### config.mk
export PLATFORM = sky130hd
export DESIGN_NAME = adc_control
export DESIGN_NICKNAME = d
export VERILOG_FILES = /design/src/pkg/adc_pkg.sv /design/src/design/sample_clk_divider.sv /design/src/design/adc_control.sv
export VERILOG_INCLUDE_DIRS = /design/src /design/src/pkg
export SDC_FILE = /design/constraint.sdc
export NUM_CORES = 1
export LEC_CHECK = 0
export BUFFER_PORTS_ARGS = -buffer_cell sky130_fd_sc_hd__buf_2
export CAP_MARGIN = 20
export CORE_MARGIN = 1
export CORE_UTILIZATION = 40
export CTS_CLUSTER_SIZE = 8
export DETAILED_ROUTE_END_ITERATION = 6
export GPL_ROUTABILITY_DRIVEN = 0
export MAX_ROUTING_LAYER = met4
export RECOVER_POWER = 25
export REMOVE_ABC_BUFFERS = 1
export SLEW_MARGIN = 0
export SYNTH_ARGS = -nofsm -noshare
export SYNTH_HDL_FRONTEND = slang
export SYNTH_HIERARCHICAL = 1
export SYNTH_SLANG_ARGS = --single-unit
export TNS_END_PERCENT = 50
### constraint.sdc
create_clock -name clock -period 2.7 [get_ports clock]
set_input_delay 0 -clock clock [delete_from_list [all_inputs] [get_ports clock]]
set_output_delay 0 -clock clock [all_outputs]
set_load 0.03 [all_outputs]
### src/pkg/adc_cfg.svh
// Purpose: Offsets, field positions, reset values and divider figures of the converter control
// Assumes: Byte address of a register is four times its index
// Notes: Definitions only
`ifndef ADC_CFG_SVH
`define ADC_CFG_SVH

`define ADC_IDX_FIRST 10'h3d6
`define ADC_IDX_SECOND 10'h3d7
`define ADC_IDX_THIRD 10'h3d4
`define ADC_IDX_STATUS 10'h3d5
`define ADC_IDX_RESULT0 10'h3c0
`define ADC_RESULT_CNT 10'h008

`define ADC_FIRST_RST 8'h00
`define ADC_SECOND_RST 8'h00
`define ADC_THIRD_RST 8'h00

`define ADC_CH_MSB 2
`define ADC_CH_LSB 0
`define ADC_MODE_LO0_BIT 3
`define ADC_MODE_LO1_BIT 4
`define ADC_TRIG_SEL_BIT 5
`define ADC_START_BIT 6
`define ADC_DIV0_BIT 7

`define ADC_SCAN_MSB 1
`define ADC_SCAN_LSB 0
`define ADC_MODE_HI_BIT 2
`define ADC_DIV1_BIT 4
`define ADC_STBY_BIT 5
`define ADC_EX_MSB 7
`define ADC_EX_LSB 6

`define ADC_GSEL_MSB 1
`define ADC_GSEL_LSB 0
`define ADC_DIV2_BIT 4

`define ADC_EX_NONE 2'h0
`define ADC_EX_IN0 2'h1
`define ADC_EX_IN1 2'h2

`define ADC_DIV_CODE_BY4 3'h0
`define ADC_DIV_CODE_BY2 3'h1
`define ADC_DIV_CODE_BY6 3'h5
`define ADC_DIV_CODE_BY3 3'h6
`define ADC_DIV_BY2 4'h2
`define ADC_DIV_BY3 4'h3
`define ADC_DIV_BY4 4'h4
`define ADC_DIV_BY6 4'h6
`define ADC_DIV_LOAD_RST 4'h1

`endif

### src/pkg/adc_pkg.sv
// Purpose: Types shared by the converter control logic
// Assumes: Constants live in adc_cfg.svh
// Notes: Mode enum lists only the five legal mode codes
package adc_pkg;

  typedef enum logic [2:0] {
    MODE_ONE_SHOT,
    MODE_REPEAT,
    MODE_SINGLE_SWEEP,
    MODE_REPEAT_SWEEP0,
    MODE_REPEAT_SWEEP1
  } op_mode_e;

  typedef enum logic [1:0] {
    ST_IDLE,
    ST_WAIT_TRIG,
    ST_ISSUE,
    ST_CONV
  } seq_state_e;

endpackage : adc_pkg

### src/design/sample_clk_divider.sv
// Purpose: Sampling clock enable generator on fAD
// Assumes: Divider code is one of the four legal codes
// Notes: Unlisted codes fall back to divide by 4
`timescale 1ns/1ns
`include "adc_cfg.svh"

module sample_clk_divider #(
  parameter int CNT_W = 4
) (
  input wire logic clock,
  input wire logic srst,
  input wire logic [2:0] div_code,
  output logic tick
);

  logic [CNT_W-1:0] count_r;
  logic [CNT_W-1:0] count_nxt;
  logic [CNT_W-1:0] reload;
  logic tick_r;
  logic tick_nxt;

  always_comb begin
    case (div_code)
      `ADC_DIV_CODE_BY2: reload = CNT_W'(`ADC_DIV_BY2);
      `ADC_DIV_CODE_BY3: reload = CNT_W'(`ADC_DIV_BY3);
      `ADC_DIV_CODE_BY6: reload = CNT_W'(`ADC_DIV_BY6);
      default: reload = CNT_W'(`ADC_DIV_BY4);
    endcase
    // Reload on terminal count so a code change takes effect at the next period
    tick_nxt = (count_r == CNT_W'(`ADC_DIV_LOAD_RST));
    count_nxt = tick_nxt ? reload : count_r - CNT_W'(1);
  end

  always_ff @(posedge clock) begin
    if (srst) begin
      count_r <= CNT_W'(`ADC_DIV_LOAD_RST);
      tick_r <= 1'b0;
    end else begin
      count_r <= count_nxt;
      tick_r <= tick_nxt;
    end
  end

  assign tick = tick_r;
endmodule : sample_clk_divider

### src/design/adc_control.sv
// Purpose: Mode, channel, trigger, divider and standby control of a sampling converter
// Assumes: APB slave; analog core converts one input per conv_req and pulses core_result_valid
// Notes: No wait states; every APB access completes in its first access cycle
`timescale 1ns/1ns
`include "adc_cfg.svh"

module adc_control #(
  parameter int RES_W = 10,
  parameter int ADDR_W = 12
) (
  input wire logic clock,
  input wire logic srst,
  input wire logic psel,
  input wire logic penable,
  input wire logic pwrite,
  input wire logic [ADDR_W-1:0] paddr,
  input wire logic [31:0] pwdata,
  output logic [31:0] prdata,
  output logic pready,
  output logic pslverr,
  input wire logic external_trigger_pin,
  input wire logic [RES_W-1:0] core_result,
  input wire logic core_result_valid,
  output logic analog_enable,
  output logic conv_req,
  output logic [1:0] input_group_sel,
  output logic [2:0] input_index,
  output logic [1:0] extended_input_sel,
  output logic sample_clk_en
);

  // Register and bus state
  logic [7:0] ctrl_first_r, ctrl_first_nxt;
  logic [7:0] ctrl_second_r, ctrl_second_nxt;
  logic [7:0] ctrl_third_r, ctrl_third_nxt;
  logic [31:0] prdata_r, prdata_nxt;
  logic pready_r, pready_nxt;
  logic pslverr_r, pslverr_nxt;

  // Sequencer state
  adc_pkg::seq_state_e state_r, state_nxt;
  logic [2:0] slot_r, slot_nxt;
  logic [RES_W-1:0] result_r [8];
  logic [RES_W-1:0] result_nxt [8];
  logic conv_req_r, conv_req_nxt;
  logic [1:0] group_r, group_nxt;
  logic [2:0] index_r, index_nxt;
  logic [1:0] ext_r, ext_nxt;
  logic analog_en_r, analog_en_nxt;
  logic hw_clear_start;

  // Trigger pin synchroniser
  logic trig_s1_r, trig_s2_r, trig_prev_r;
  logic trig_fall;

  // Decoded controls
  adc_pkg::op_mode_e mode;
  logic sweep_mode, stop_after_last, start_flag, standby_on, tick;
  logic [2:0] last_slot, first_slot, div_code;
  logic [1:0] ext_sel;

  logic [ADDR_W-3:0] word_idx, res_off;
  logic hit_first, hit_second, hit_third, hit_status, hit_result;
  logic wr_access, sw_set_start;

  assign word_idx = paddr[ADDR_W-1:2];
  assign res_off = word_idx - (ADDR_W-2)'(`ADC_IDX_RESULT0);
  assign hit_first = (word_idx == (ADDR_W-2)'(`ADC_IDX_FIRST));
  assign hit_second = (word_idx == (ADDR_W-2)'(`ADC_IDX_SECOND));
  assign hit_third = (word_idx == (ADDR_W-2)'(`ADC_IDX_THIRD));
  assign hit_status = (word_idx == (ADDR_W-2)'(`ADC_IDX_STATUS));
  assign hit_result = (res_off < (ADDR_W-2)'(`ADC_RESULT_CNT));
  assign wr_access = psel && penable && pready_r && pwrite;
  assign sw_set_start = wr_access && hit_first && pwdata[`ADC_START_BIT];

  assign start_flag = ctrl_first_r[`ADC_START_BIT];
  assign standby_on = ctrl_second_r[`ADC_STBY_BIT];
  assign ext_sel = ctrl_second_r[`ADC_EX_MSB:`ADC_EX_LSB];
  assign div_code = {ctrl_third_r[`ADC_DIV2_BIT], ctrl_second_r[`ADC_DIV1_BIT],
                     ctrl_first_r[`ADC_DIV0_BIT]};
  assign trig_fall = trig_prev_r && !trig_s2_r;

  // Illegal mode codes fall back to one-shot so the sequencer never hangs
  always_comb begin
    case ({ctrl_second_r[`ADC_MODE_HI_BIT], ctrl_first_r[`ADC_MODE_LO1_BIT],
           ctrl_first_r[`ADC_MODE_LO0_BIT]})
      3'h1: mode = adc_pkg::MODE_REPEAT;
      3'h2: mode = adc_pkg::MODE_SINGLE_SWEEP;
      3'h3: mode = adc_pkg::MODE_REPEAT_SWEEP0;
      3'h7: mode = adc_pkg::MODE_REPEAT_SWEEP1;
      default: mode = adc_pkg::MODE_ONE_SHOT;
    endcase
    sweep_mode = (mode == adc_pkg::MODE_SINGLE_SWEEP) || (mode == adc_pkg::MODE_REPEAT_SWEEP0) ||
                 (mode == adc_pkg::MODE_REPEAT_SWEEP1);
    stop_after_last = (mode == adc_pkg::MODE_ONE_SHOT) || (mode == adc_pkg::MODE_SINGLE_SWEEP);
    if (mode == adc_pkg::MODE_REPEAT_SWEEP1) begin
      last_slot = {1'b0, ctrl_second_r[`ADC_SCAN_MSB:`ADC_SCAN_LSB]};
    end else begin
      last_slot = {ctrl_second_r[`ADC_SCAN_MSB:`ADC_SCAN_LSB], 1'b1};
    end
    if (sweep_mode) begin
      first_slot = 3'h0;
    end else if (ext_sel == `ADC_EX_IN0) begin
      first_slot = 3'h0;
    end else if (ext_sel == `ADC_EX_IN1) begin
      first_slot = 3'h1;
    end else begin
      first_slot = ctrl_first_r[`ADC_CH_MSB:`ADC_CH_LSB];
    end
  end

  sample_clk_divider #(
    .CNT_W(4)
  ) u_divider (
    .clock(clock),
    .srst(srst),
    .div_code(div_code),
    .tick(tick)
  );

  // Register file and APB answer
  always_comb begin
    ctrl_first_nxt = ctrl_first_r;
    ctrl_second_nxt = ctrl_second_r;
    ctrl_third_nxt = ctrl_third_r;
    // Clear first so a software set in the same cycle wins
    if (hw_clear_start) begin
      ctrl_first_nxt[`ADC_START_BIT] = 1'b0;
    end
    // Writes mid-conversion are taken as is; the core result is then undefined
    if (wr_access && hit_first) begin
      ctrl_first_nxt = pwdata[7:0];
    end
    if (wr_access && hit_second) begin
      ctrl_second_nxt = pwdata[7:0];
    end
    if (wr_access && hit_third) begin
      ctrl_third_nxt = pwdata[7:0];
    end
    pready_nxt = psel && !penable;
    pslverr_nxt = psel && !penable &&
                  !(hit_first || hit_second || hit_third || hit_status || hit_result);
    prdata_nxt = 32'h0;
    if (psel && !penable && !pwrite) begin
      if (hit_first) begin
        prdata_nxt = {24'h0, ctrl_first_r};
      end else if (hit_second) begin
        prdata_nxt = {24'h0, ctrl_second_r};
      end else if (hit_third) begin
        prdata_nxt = {24'h0, ctrl_third_r};
      end else if (hit_status) begin
        prdata_nxt = {28'h0, slot_r, state_r != adc_pkg::ST_IDLE};
      end else if (hit_result) begin
        prdata_nxt = 32'(result_r[res_off[2:0]]);
      end
    end
  end

  always_ff @(posedge clock) begin
    if (srst) begin
      ctrl_first_r <= `ADC_FIRST_RST;
      ctrl_second_r <= `ADC_SECOND_RST;
      ctrl_third_r <= `ADC_THIRD_RST;
      prdata_r <= 32'h0;
      pready_r <= 1'b0;
      pslverr_r <= 1'b0;
    end else begin
      ctrl_first_r <= ctrl_first_nxt;
      ctrl_second_r <= ctrl_second_nxt;
      ctrl_third_r <= ctrl_third_nxt;
      prdata_r <= prdata_nxt;
      pready_r <= pready_nxt;
      pslverr_r <= pslverr_nxt;
    end
  end

  // Conversion sequencer
  always_comb begin
    state_nxt = state_r;
    slot_nxt = slot_r;
    result_nxt = result_r;
    conv_req_nxt = 1'b0;
    group_nxt = group_r;
    index_nxt = index_r;
    ext_nxt = ext_r;
    hw_clear_start = 1'b0;
    analog_en_nxt = standby_on;
    case (state_r)
      adc_pkg::ST_IDLE: begin
        if (start_flag && standby_on) begin
          slot_nxt = first_slot;
          state_nxt = ctrl_first_r[`ADC_TRIG_SEL_BIT] ? adc_pkg::ST_WAIT_TRIG
                                                 : adc_pkg::ST_ISSUE;
        end
      end
      adc_pkg::ST_WAIT_TRIG: begin
        if (!start_flag || !standby_on) begin
          state_nxt = adc_pkg::ST_IDLE;
        end else if (trig_fall) begin
          state_nxt = adc_pkg::ST_ISSUE;
        end
      end
      adc_pkg::ST_ISSUE: begin
        if (!start_flag || !standby_on) begin
          state_nxt = adc_pkg::ST_IDLE;
        end else if (tick) begin
          conv_req_nxt = 1'b1;
          group_nxt = ctrl_third_r[`ADC_GSEL_MSB:`ADC_GSEL_LSB];
          index_nxt = slot_r;
          ext_nxt = (sweep_mode || ext_sel == 2'h3) ? `ADC_EX_NONE : ext_sel;
          state_nxt = adc_pkg::ST_CONV;
        end
      end
      adc_pkg::ST_CONV: begin
        if (!start_flag || !standby_on) begin
          state_nxt = adc_pkg::ST_IDLE;
        end else if (core_result_valid) begin
          result_nxt[slot_r] = core_result;
          if (!sweep_mode || slot_r >= last_slot) begin
            slot_nxt = first_slot;
            if (stop_after_last) begin
              hw_clear_start = 1'b1;
              state_nxt = adc_pkg::ST_IDLE;
            end else begin
              state_nxt = adc_pkg::ST_ISSUE;
            end
          end else begin
            slot_nxt = slot_r + 3'h1;
            state_nxt = adc_pkg::ST_ISSUE;
          end
        end
      end
      default: state_nxt = adc_pkg::ST_IDLE;
    endcase
  end

  always_ff @(posedge clock) begin
    if (srst) begin
      state_r <= adc_pkg::ST_IDLE;
      slot_r <= 3'h0;
      for (int i = 0; i < 8; i++) begin
        result_r[i] <= '0;
      end
      conv_req_r <= 1'b0;
      group_r <= 2'h0;
      index_r <= 3'h0;
      ext_r <= `ADC_EX_NONE;
      analog_en_r <= 1'b0;
      trig_s1_r <= 1'b1;
      trig_s2_r <= 1'b1;
      trig_prev_r <= 1'b1;
    end else begin
      state_r <= state_nxt;
      slot_r <= slot_nxt;
      result_r <= result_nxt;
      conv_req_r <= conv_req_nxt;
      group_r <= group_nxt;
      index_r <= index_nxt;
      ext_r <= ext_nxt;
      analog_en_r <= analog_en_nxt;
      trig_s1_r <= external_trigger_pin;
      trig_s2_r <= trig_s1_r;
      trig_prev_r <= trig_s2_r;
    end
  end

  assign prdata = prdata_r;
  assign pready = pready_r;
  assign pslverr = pslverr_r;
  assign analog_enable = analog_en_r;
  assign conv_req = conv_req_r;
  assign input_group_sel = group_r;
  assign input_index = index_r;
  assign extended_input_sel = ext_r;
  assign sample_clk_en = tick;
endmodule : adc_control

# [After elaboration in Yosys (flattened, before gate mapping)]
# Index checks and enable logic that the tools add are counted.
[totals] input_bits=61 out_inout_bits=44 regBits=160
[classes] n_mux=43 n_reduce_logical=42 bitwise=6 add_sub_neg=3 n_eq_ne=27 magnitude_cmp=5
[op_table] cell="$bwmux W80" count=1
[op_table] cell="$eq A10 B10 Y1 const B" count=4
[op_table] cell="$mux W8" count=5
[op_table] cell="$bmux W10 S3" count=1
[op_table] cell="$demux W10 S3" count=1
[op_table] cell="$mux W10" count=3
[op_table] cell="$mux W3" count=8
[op_table] cell="$mux W2" count=11
[op_table] cell="$eq A3 B2 Y1 const B" count=4
[op_table] cell="$eq A3 B3 Y1 const B" count=4
[op_table] cell="$logic_and A1 B1 Y1" count=12
[op_table] cell="$pmux W3 S4" count=1
[op_table] cell="$logic_or A1 B1 Y1" count=10
[op_table] cell="$lt A10 B4 Y1 const B" count=1
[op_table] cell="$sub A10 B10 Y10 const B" count=1
[op_table] cell="$pmux W3 S3" count=1
[op_table] cell="$eq A2 B2 Y1 const B" count=4
[op_table] cell="$ge A4 B4 Y1 const B" count=2
[op_table] cell="$not A3 Y4" count=2
[op_table] cell="$pmux W2 S4" count=1
[op_table] cell="$reduce_and A4 Y1" count=2
[op_table] cell="$logic_not A1 Y1" count=7
[op_table] cell="$mux W1" count=7
[op_table] cell="$mux W7" count=1
[op_table] cell="other kinds (21)" count=32

# [Depth between registers and ports, before layout]
# Gate-level depths: netlist of run 1.
[depth] word_depth=13 mapped_depth=8 ltp_nobuf=7

# [Hierarchy]
# Netlist of run 1, hierarchy kept.
[by_module_without_submodules] mod="adc_control" cells_per_inst=646 n_inst=1 area_per_inst_um2=6372.4
[by_module_without_submodules] mod="sample_clk_divider" cells_per_inst=27 n_inst=1 area_per_inst_um2=244.0

# [Least setup slack after synthesis of run 1]
# No wires, ideal clock.
[synth_timing] path_kind="flip-flop to flip-flop" startpoint="register ctrl_first_r[4]" endpoint="register slot_r[0]" arrival_time_ns=2.123 synth_period_minus_slack_ns=2.214 setup_ns=0.091 setup_slack_ns=0.486 path_stages_with_launch=9 required_ns=2.609 cell_sequence="dfxtp_1 > clkbuf_1 > nand3_1 > or2_2 > ha_1 > nor2b_1 > o21ai_1 > or4_1 > a311oi_1"
[synth_via] elab_chain_cells=11
[synth_rtl] element="start: declaration" line_no="adc_control.sv:33" rtl="logic [7:0] ctrl_first_r, ctrl_first_nxt;"
[synth_rtl] element="start signal: assignment" line_no="adc_control.sv:161" rtl="ctrl_first_r <= `ADC_FIRST_RST;"
[synth_rtl] element="start signal: assignment" line_no="adc_control.sv:168" rtl="ctrl_first_r <= ctrl_first_nxt;"
[synth_rtl] element="$eq A3 B3 Y1 (tied with other cells)" line_no="adc_control.sv:85" rtl="case ({ctrl_second_r[`ADC_MODE_HI_BIT], ctrl_first_r[`ADC_MODE_LO1_BIT],"
[synth_rtl] element="$pmux W3 S4 *" line_no="adc_control.sv:85"
[synth_rtl] element="branches (longest 8 deep; another with $ge A3 B3 Y1)"
[synth_rtl] element="$pmux W3 S2 *" line_no="adc_control.sv:188" rtl="case (state_r)"
[synth_rtl] element="end signal: assignment" line_no="adc_control.sv:254" rtl="slot_r <= slot_nxt;"
[synth_rtl] element="end: declaration" line_no="adc_control.sv:42" rtl="logic [2:0] slot_r, slot_nxt;"
# Mark *: on every way between the ends. The select of a mux whose other input is x is not followed.
# A chain may end at the register's enable or synchronous reset.

# [Worst setup path in the final report of run 1]
[layout_timing] startpoint="register ctrl_second_r[2]" endpoint="register slot_r[1]"
[layout_via] elab_chain_cells=11
[layout_rtl] element="start: declaration" line_no="adc_control.sv:34" rtl="logic [7:0] ctrl_second_r, ctrl_second_nxt;"
[layout_rtl] element="start signal: assignment" line_no="adc_control.sv:162" rtl="ctrl_second_r <= `ADC_SECOND_RST;"
[layout_rtl] element="start signal: assignment" line_no="adc_control.sv:169" rtl="ctrl_second_r <= ctrl_second_nxt;"
[layout_rtl] element="$eq A3 B3 Y1 (tied with other cells)" line_no="adc_control.sv:85"
[layout_rtl] element="$pmux W3 S4 *" line_no="adc_control.sv:85"
[layout_rtl] element="branches (longest 8 deep; another with $ge A3 B3 Y1)"
[layout_rtl] element="$pmux W3 S2 *" line_no="adc_control.sv:188"
# Marked as above.

==> results of run 1 <==
## power by group through the flow
stage	clock network [mW]	logic (mW)	registers (mW)
2_1_floorplan	0	0.176	2.14
3_3_place_gp	0	0.319	2.13
3_5_place_dp	0	0.330	2.13
4_1_cts	2.09	0.361	2.09
5_1_grt	2.20	0.394	2.09
6_report	2.06	0.357	2.09
## metrics by stage
stage | power (mW) | hold slack (ns) | setup slack [ns] | instance area (sq um) | std cells
after detailed placement | 2.46 | 0.192 | 0.377 | 6890 | 904
after floorplan | 2.31 | 0.0691 | 0.137 | 6210 | 619
after global placement | 2.45 | 0.193 | 0.449 | 6890 | 904
after CTS | 4.54 | 0.0417 | 0.355 | 7660 | 959
final | 4.51 | 0.0456 | 0.327 | 7620 | 959
after global routing | 4.68 | 0.0461 | 0.146 | 7620 | 959
## per-layer routing
metal,GRT usage (%),up-vias,part of all wire [%]
met2,33.0,119,47
met1,25.3,2383,47
met3,4.56,29,3.6
met4,9.06,0,3.0
met5,-,-,0
li1,-,2453,-
## sequential cells by signal (all words and copies together), names as in the netlist, 2 cells and up
register,flops
ctrl_third_r,8
prdata,10
ctrl_first_r,8
state_r,2
extended_input_sel,2
result_r,80
slot_r,3
input_index,3
u_divider/count_r,4
ctrl_second_r,8
input_group_sel,2
## synthesized netlist by cell type (9+ instances only)
| library cell | n |
|---|---|
| dfxtp_1 | 138 |
| mux2i_1 | 108 |
| nor2_1 | 95 |
| nand2_1 | 47 |
| buf_4 | 30 |
| clkbuf_1 | 27 |
| nand2b_1 | 26 |
| a21oi_1 | 22 |
| nand3b_1 | 10 |
| buf_2 | 9 |
| nor3_1 | 9 |
## kinds of logic after synthesis
kind of cell | synth area share (%)
AOI/OAI and AO/OA | 8.36
xor gates and xnor gates | 0.265
adders and majority gates | 1.13
buffers and inverters | 7.72
DFF | 41.8
muxes | 21.7
other | 0.0567
and+or+nand+nor | 19.0
## worst paths after layout
| path | from | to | slack (ns) | cells after the start |
|---|---|---|---|---|
| max reg2reg | ctrl_second_r[2]$_SDFFE_PP0P_ | slot_r[1]$_SDFFE_PP0P_ | 0.33 | 7 |
| max | ctrl_second_r[2]$_SDFFE_PP0P_ | slot_r[1]$_SDFFE_PP0P_ | 0.33 | 7 |
| min | paddr[6] | prdata[9]$_SDFF_PP0_ | 0.05 | 2 |
| min reg2reg | trig_s1_r$_SDFF_PP1_ | trig_s2_r$_SDFF_PP1_ | 0.41 | 1 |
## repair_timing
item                                    4_1_cts  5_1_grt
hold endpoints to repair                    109        0
endpoints found under the setup margin        0        0
hold buffers                                 25        0
## layout make-up
class	count	area share [%]
repair buffers	94	7.78
multi-input cells	473	45.2
clock inverters	8	0.624
flip-flops and latches	138	36.2
clock buffers	22	6.22
inverters	8	0.394
well taps	216	3.54
==> flow_summary.toml, run 1 <==
[logic_synthesis]
synthCells = 673
yosys_register_bits = 138
synth_top_cell_by_area = "dfxtp_1"
synth_flop_cell = "dfxtp_1"
ys_seq_area_share_pct = 41.8
synth_top_area_share_pct = 41.8
yosys-top-cells-area = "dfxtp_1, mux2i_1, nor2_1"
synth.distinct_cells = 73
synth_edf_count = 0
netlist_area_sq_mm = 0.00662
avgSynthCellArea_sq_um = 9.83
async_flop_share_pct = 0
yosysWarnings = 6

[timing]
setup_violations = 0
rsz0062_at_grt = "no"
period_share_pct = 87.9
fin_skew_ns = 0.00813
tightest_slew_ns = 2.27
max_freq_ghz = 0.421
finalCriticalPeriod_ns = 2.37
tns_ns = 0
hold_viol_final = 0
max_slew_margin_pct = -51.1
drv_slew = 63

[power_and_ir_drop]
p_per_area_mw_per_mm2 = 591
p_leak_nw = 3.08
power_frac_seq_pct = 46.3
p_clk_share_pct = 45.8
p_int_mw = 3.42
ir_drop_mv = 0.455
sw_frac_of_total_pct = 24.0
power.net_switching_mw = 1.08
comb_power_share_pct = 7.9

[cts]
clock_sinks = 138
cts_max_level = 4
clk_pin_slew_worst_paths_ns = 0.05
cts_tree = "built"
cts-resized-gates = 0
numCtsBuffers = 17
cts_buffer_depth = 2
post-cts-setup-buffers = 0
root_buffer = "clkbuf_16"
clk_latency_ns = 0.42

[global_route]
grtUsageTotal_pct = 20.7
first_global_vias = 4925
grt_pass1_wl_um = 25800
grt_max_degree = 74
gr-total-overflow = 0
antenna_found_initial = 0

[route]
dr.pass1.iters = 5
drt_first_iter_violations = 387
ant_nets = 0
vias_per_cell = 5.20
drc_errors = 0
routed-via-count = 4984
wl_um = 16000
wl_per_cell_um = 16.7

[finish]
layout_common_cells = "dfxtp_1, mux2i_1, nor2_1, nand2_1, buf_2"
syn_to_final_growth_pct = 15.2
multiInputGateArea_sq_mm = 0.00345
num_antenna_cells = 0
fill_cells = 1557
drive_above_1_share_pct = 15.9
layout_commonest_cell = "dfxtp_1"
seq_area_sq_mm = 0.00276
num-nets-final = 799
final_core_util_pct = 47.7

[critical_path]
crit_fanout = 7
worst-path-buf-inv = 0
path_cells = "nand3_1, or2_2, ha_1, nor2b_1, o21ai_1, or4_1, a311oi_1"
cp.required_ns = 3.00
end_kind = "register"
cp_top_family = "simple AND/OR/NAND/NOR gates"
max_stage_delay_ns = 0.50
startpoint_type = "register"
worst_path_max_delay_cell = "or4_1"
cp.arrival_ns = 2.67
crit_type = "reg -> reg"

[floorplan]
core_area_sq_mm = 0.0160
start_util_pct = 41.4
die_w_um = 131
dieHeight_um = 131
io_pins = 105
die_area_sq_mm = 0.0171
fp-row-count = 46

[status]
outcome = "finished, violations left"
violations = "max-capacitance violations, max-slew violations"

[run]
maxCapViolations = 1

[placed_design]
dp_hpwl_um = 10900
io_buffer_count = 56

[hold_path]
hp-class = "in -> reg"
Note: power is estimated with default switching activity, not from simulation.
==> inputs of run 2 (changes only) <==
ABC_AREA = 1   (was default)
CORE_UTILIZATION = 55   (was 40)
PLACE_DENSITY = 0.78   (was default)
==> run 2 against run 1 <==
  * The run ends with design-rule violations left
  * Non-clock buffer count fell by 10
  * Synthesized cell count rose by 40%
  * Setup slack better by 0.16 ns
  * Largest power group is now the clock network
==> flow_summary.toml, run 2 <==
[status]
outcome = "finished, violations left"
violations = "design-rule violations"

[route]
drc_errors = 4
dr.pass1.iters = 7
drt_first_iter_violations = 688
ant_nets = 0
wl_um = 16700
vias_per_cell = 5.31
routed-via-count = 6154
wl_per_cell_um = 14.4

[cts]
postCtsHoldBufs = 23
cts-resized-gates = 0
numCtsBuffers = 17
cts_buffer_depth = 2
clk_pin_slew_worst_paths_ns = 0.06
cts_max_level = 4
root_buffer = "clkbuf_16"
clock_sinks = 138
cts_tree = "built"
clk_latency_ns = 0.42
post-cts-setup-buffers = 0

[logic_synthesis]
synthCells = 939
synth_top_area_share_pct = 41.5
netlist_area_sq_mm = 0.00666
yosys_register_bits = 138
netlist_top_cells_count = "nand2_1, dfxtp_1, nor2_1, o21ai_0, inv_1"
async_flop_share_pct = 0
synth.distinct_cells = 46
synth_flop_cell = "dfxtp_1"
avgSynthCellArea_sq_um = 7.09
ys_seq_area_share_pct = 41.5
yosysWarnings = 6
yosys-top-cells-area = "dfxtp_1, nand2_1, o21ai_0"
synth_top_cell_by_area = "dfxtp_1"
yosysMostFrequentCell = "nand2_1"
synth_edf_count = 0

[power_and_ir_drop]
p_leak_nw = 3.27
p_per_area_mw_per_mm2 = 626
p_int_mw = 3.56
comb_power_share_pct = 9.3
p_total_mw = 4.73
p_clk_share_pct = 46.5
power.net_switching_mw = 1.17
power_frac_seq_pct = 44.2
ir_drop_mv = 0.483
sw_frac_of_total_pct = 24.8

[finish]
fill_cells = 1018
num_antenna_cells = 0
layout_common_cells = "nand2_1, dfxtp_1, nor2_1, o21ai_0, inv_1"
layout_commonest_cell = "nand2_1"
largest_register = "result_r"
largest_reg_flops = 80
syn_to_final_growth_pct = 13.7
final_core_util_pct = 65.1
num-nets-final = 1071
drive_above_1_share_pct = 11.4

[timing]
setup_violations = 0
tns_ns = 0
fin_ws_ns = 0.489
max_freq_ghz = 0.452
hold_viol_final = 0
drv_slew = 0
rsz0062_at_grt = "no"
max_slew_margin_pct = 37.8
tightest_slew_ns = 0.934
period_share_pct = 81.9
finalCriticalPeriod_ns = 2.21
fin_skew_ns = 0.00820

[global_route]
grtUsageTotal_pct = 29.1
grt_max_degree = 106
antenna_found_initial = 0
grt_pass1_wl_um = 27800
gr-total-overflow = 0
first_global_vias = 5724

[hold_path]
hp-class = "in -> reg"

[floorplan]
dieHeight_um = 112
io_pins = 105
die_area_sq_mm = 0.0125
start_util_pct = 57.3
core_area_sq_mm = 0.0116
die_w_um = 112
fp-row-count = 39

[critical_path]
crit_type = "reg -> reg"
cp.required_ns = 3.03
crit_fanout = 4
cp.arrival_ns = 2.54
end_kind = "register"
startpoint_type = "register"

[run]
maxCapViolations = 0

[placed_design]
place_ws_ns = 0.622
io_buffer_count = 56
dp_hpwl_um = 10600
[run 2: changes by cell type in the layout (fill, tap and decap cells not counted), moves of 9 or more]
cell and delta:
nand2_1 +136, o21ai_0 +122, mux2i_1 -108, inv_1 +93, a21oi_1 +61, nor2_1 +34, nand2b_1 -26, nand3_1 +18
inv_2 +14, nor2_4 +10, nand3b_1 -9
[run 2: worst max-delay path, stage by stage, from the launching register on]
cell      delay (ns)
dfxtp_1         0.41
inv_1           0.09
nor3_1          0.29
inv_1           0.11
nand2_1         0.07
o21ai_0         0.08
ha_1            0.29
nand2_1         0.08
nor2_1          0.04
nor2_1          0.07
nand3_1         0.15
nand3_1         0.18
o211ai_1        0.11
a21oi_1         0.17
[run 2: layout make-up]
cell class / count / area, sq um / share of cell area, %
flip-flops and latches: 138 / 2760 / 36.5
multi-input cells: 646 / 3110 / 41.0
repair buffers: 84 / 515 / 6.81
clock inverters: 7 / 65.1 / 0.860
well taps: 143 / 179 / 2.36
inverters: 117 / 443 / 5.85
clock buffers: 25 / 495 / 6.55
[run 2: per-stage QoR]
stage	area, sq um	std cells	hold WS, ns
after global routing	7570	1160	0.0744
after floorplan	6320	901	0.0691
after global placement	6810	1105	0.187
after CTS	7600	1160	0.0455
after detailed placement	6810	1105	0.195
final	7570	1160	0.0513
[run 2: cells by family (layout without fill, tap and decap cells)]
kind of cell | Yosys count | in the layout | share of synthesized area, %
other | 1 | 22 | 0.0563
adders and majority gates | 6 | 6 | 1.13
and+or+nand+nor | 380 | 380 | 25.3
buffers and inverters | 176 | 233 | 12.9
AOI/OAI and AO/OA | 238 | 238 | 19.1
DFF | 138 | 138 | 41.5
[run 2: power by group through the flow]
stage,registers [mW],clock network [mW],logic [mW]
3_5_place_dp,2.13,0,0.412
4_1_cts,2.09,2.21,0.442
3_3_place_gp,2.13,0,0.406
6_report,2.09,2.20,0.442
2_1_floorplan,2.14,0,0.277
5_1_grt,2.09,2.29,0.493
[run 2: routing by layer]
metal	vias up	share of wire, %	track usage, %
met5	-	0	-
met4	0	2.5	11.9
met3	39	6.8	5.93
met2	234	46	44.8
met1	2770	45	37.2
li1	3111	-	-
[run 2: path summary, 6_finish.rpt]
check	cells past startpoint	startpoint	slack, ns	to
worst max register to register	13	ctrl_first_r[4]$_SDFFE_PP0P_	0.49	ctrl_first_r[6]$_SDFFE_PP0P_
worst min-delay path	6	paddr[7]	0.05	prdata[8]$_SDFF_PP0_
worst max-delay path	13	ctrl_first_r[4]$_SDFFE_PP0P_	0.49	ctrl_first_r[6]$_SDFFE_PP0P_
worst min register to register	1	trig_s1_r$_SDFF_PP1_	0.41	trig_s2_r$_SDFF_PP1_
==> inputs of run 3 (changes only) <==
clock period = 2.28 ns   (was 2.7 ns; I/O delays follow)
==> run 3 against run 2 <==
  * The flow still finishes with violations (design-rule violations)
  * Die area unchanged
  * Setup slack got worse by 0.23 ns
  * Non-clock buffer count is 2 higher
  * Cell count up 0.17%
  * Critical endpoint unchanged
==> flow_summary.toml, run 3 (same netlist as run 2, synthesis figures left out) <==
[power_and_ir_drop]
p_clk_share_pct = 50.3
ir_drop_mv = 0.484
p_per_area_mw_per_mm2 = 784
power_frac_seq_pct = 41.1
comb_power_share_pct = 8.6
sw_frac_of_total_pct = 23.7
p_int_mw = 4.59
p_leak_nw = 3.33
power.net_switching_mw = 1.42

[cts]
cts_buffer_depth = 2
root_buffer = "clkbuf_16"
post-cts-setup-buffers = 0
cts_tree = "built"
numCtsBuffers = 17
clk_pin_slew_worst_paths_ns = 0.06
cts_max_level = 4
clock_sinks = 138
clk_latency_ns = 0.42

[finish]
drive_above_1_share_pct = 12.1
fill_cells = 1020
multiInputGateArea_sq_mm = 0.00310
num_antenna_cells = 0
fin_cells = 1162
largest_register = "result_r"
final_core_util_pct = 66.0
seq_area_sq_mm = 0.00276
layout_commonest_cell = "nand2_1"
largest_reg_flops = 80
layout_common_cells = "nand2_1, dfxtp_1, nor2_1, o21ai_0, inv_1"
num-nets-final = 1073
syn_to_final_growth_pct = 15.2

[critical_path]
worst_path_max_delay_cell = "dfxtp_1"
end_kind = "register"
startpoint_type = "register"
cp.required_ns = 2.63
crit_fanout = 4
max_stage_delay_ns = 0.34
cp_top_family = "simple AND/OR/NAND/NOR gates"
path_cells = "inv_1, nor3_4, inv_1, nand2_1, o21ai_0, ha_1, nand2_1, nor2_1, nor2_1, nand3_1, nand3_1, o211ai_1, a21oi_1"
cp.arrival_ns = 2.37
worst-path-buf-inv = 2
crit_type = "reg -> reg"

[timing]
tightest_slew_ns = 1.06
fin_ws_ns = 0.255
max_slew_margin_pct = 29.6
period_share_pct = 88.8
max_freq_ghz = 0.494
finalCriticalPeriod_ns = 2.02
drv_slew = 0
fin_skew_ns = 0.00642
setup_violations = 0
hold_viol_final = 0

[placed_design]
dp_hpwl_um = 10600
dp.cells = 1107
place_ws_ns = 0.221
io_buffer_count = 56

[floorplan]
fp-row-count = 39
core_area_sq_mm = 0.0116
die_w_um = 112
dieHeight_um = 112
die_area_sq_mm = 0.0125
io_pins = 105
start_util_pct = 57.3

[global_route]
antenna_found_initial = 0
grt_pass1_wl_um = 27500
grtUsageTotal_pct = 28.7
grt_max_degree = 63
first_global_vias = 5551
gr-total-overflow = 0

[route]
wl_um = 16900
drc_errors = 4
vias_per_cell = 5.31
routed-via-count = 6165
drt_first_iter_violations = 443
ant_nets = 0
wl_per_cell_um = 14.6
dr.pass1.iters = 7

[status]
violations = "design-rule violations"
outcome = "finished, violations left"

[run]
maxCapViolations = 0

[hold_path]
hp-class = "in -> reg"
run 3: changes by cell type in the layout (fill, tap and decap cells not counted), sizes merged:
cell	change
bufinv	+4
clkinv	-1
buf	+2
clkbuf	-5
clkinvlp	+2
run 3: layer usage:
layer | track usage (%) | routed length (um) | vias to the layer above
li1 | - | - | 3117
met1 | 36.9 | 7620 | 2760
met2 | 44.3 | 7690 | 250
met3 | 6.04 | 1250 | 38
met4 | 11.4 | 359 | 0
met5 | - | 0 | -
run 3: layout make-up:
type	count	area share, %
Timing Repair Buffer	86	6.90
Inverter	117	5.77
Sequential cell	138	36.0
Multi-Input combinational cell	646	40.5
Clock inverter	12	2.54
Tap cell	143	2.33
Clock buffer	20	5.95
run 3: tightest hold or removal path, cell delays in order:
cell and delay (ns):
buf_2 0.11, inv_1 0.04, nand2_1 0.10, nor3_2 0.07
o31ai_1 0.06, nor2_1 0.04
run 3: path summary, 6_finish.rpt:
| path | startpoint | end | slack (ns) | depth (start not counted) |
|---|---|---|---|---|
| worst max-delay path | ctrl_first_r[3]$_SDFFE_PP0P_ | ctrl_first_r[6]$_SDFFE_PP0P_ | 0.26 | 13 |
| worst min-delay path | paddr[7] | prdata[8]$_SDFF_PP0_ | 0.03 | 6 |
| worst max register to register | ctrl_first_r[3]$_SDFFE_PP0P_ | ctrl_first_r[6]$_SDFFE_PP0P_ | 0.26 | 13 |
| worst min register to register | trig_s1_r$_SDFF_PP1_ | trig_s2_r$_SDFF_PP1_ | 0.42 | 1 |
run 3: repair_timing:
action                     4_1_cts  5_1_grt
hold endpoints to repair       112        0
setup endpoints to repair        0        5
hold buffers                    23        0
gates resized for setup          0        3
run 3: per-stage QoR:
step                      setup TNS [ns]  total power [mW]  instance area, sq um  hold WS (ns)
after floorplan                        0              2.86                  6320        0.0691
after global placement                 0              3.01                  6830         0.186
after detailed placement               0              3.01                  6830         0.187
after CTS                              0              6.05                  7710        0.0271
after global routing             -0.0401              6.21                  7670        0.0485
final                                  0              6.02                  7670        0.0333
run 3: power by group through the flow:
stage / Combinational (mW) / Clock, mW / Sequential [mW]
2_1_floorplan: 0.328 / 0 / 2.53
3_3_place_gp: 0.483 / 0 / 2.53
5_1_grt: 0.576 / 3.16 / 2.48
3_5_place_dp: 0.488 / 0 / 2.53
4_1_cts: 0.526 / 3.05 / 2.47
6_report: 0.515 / 3.03 / 2.47
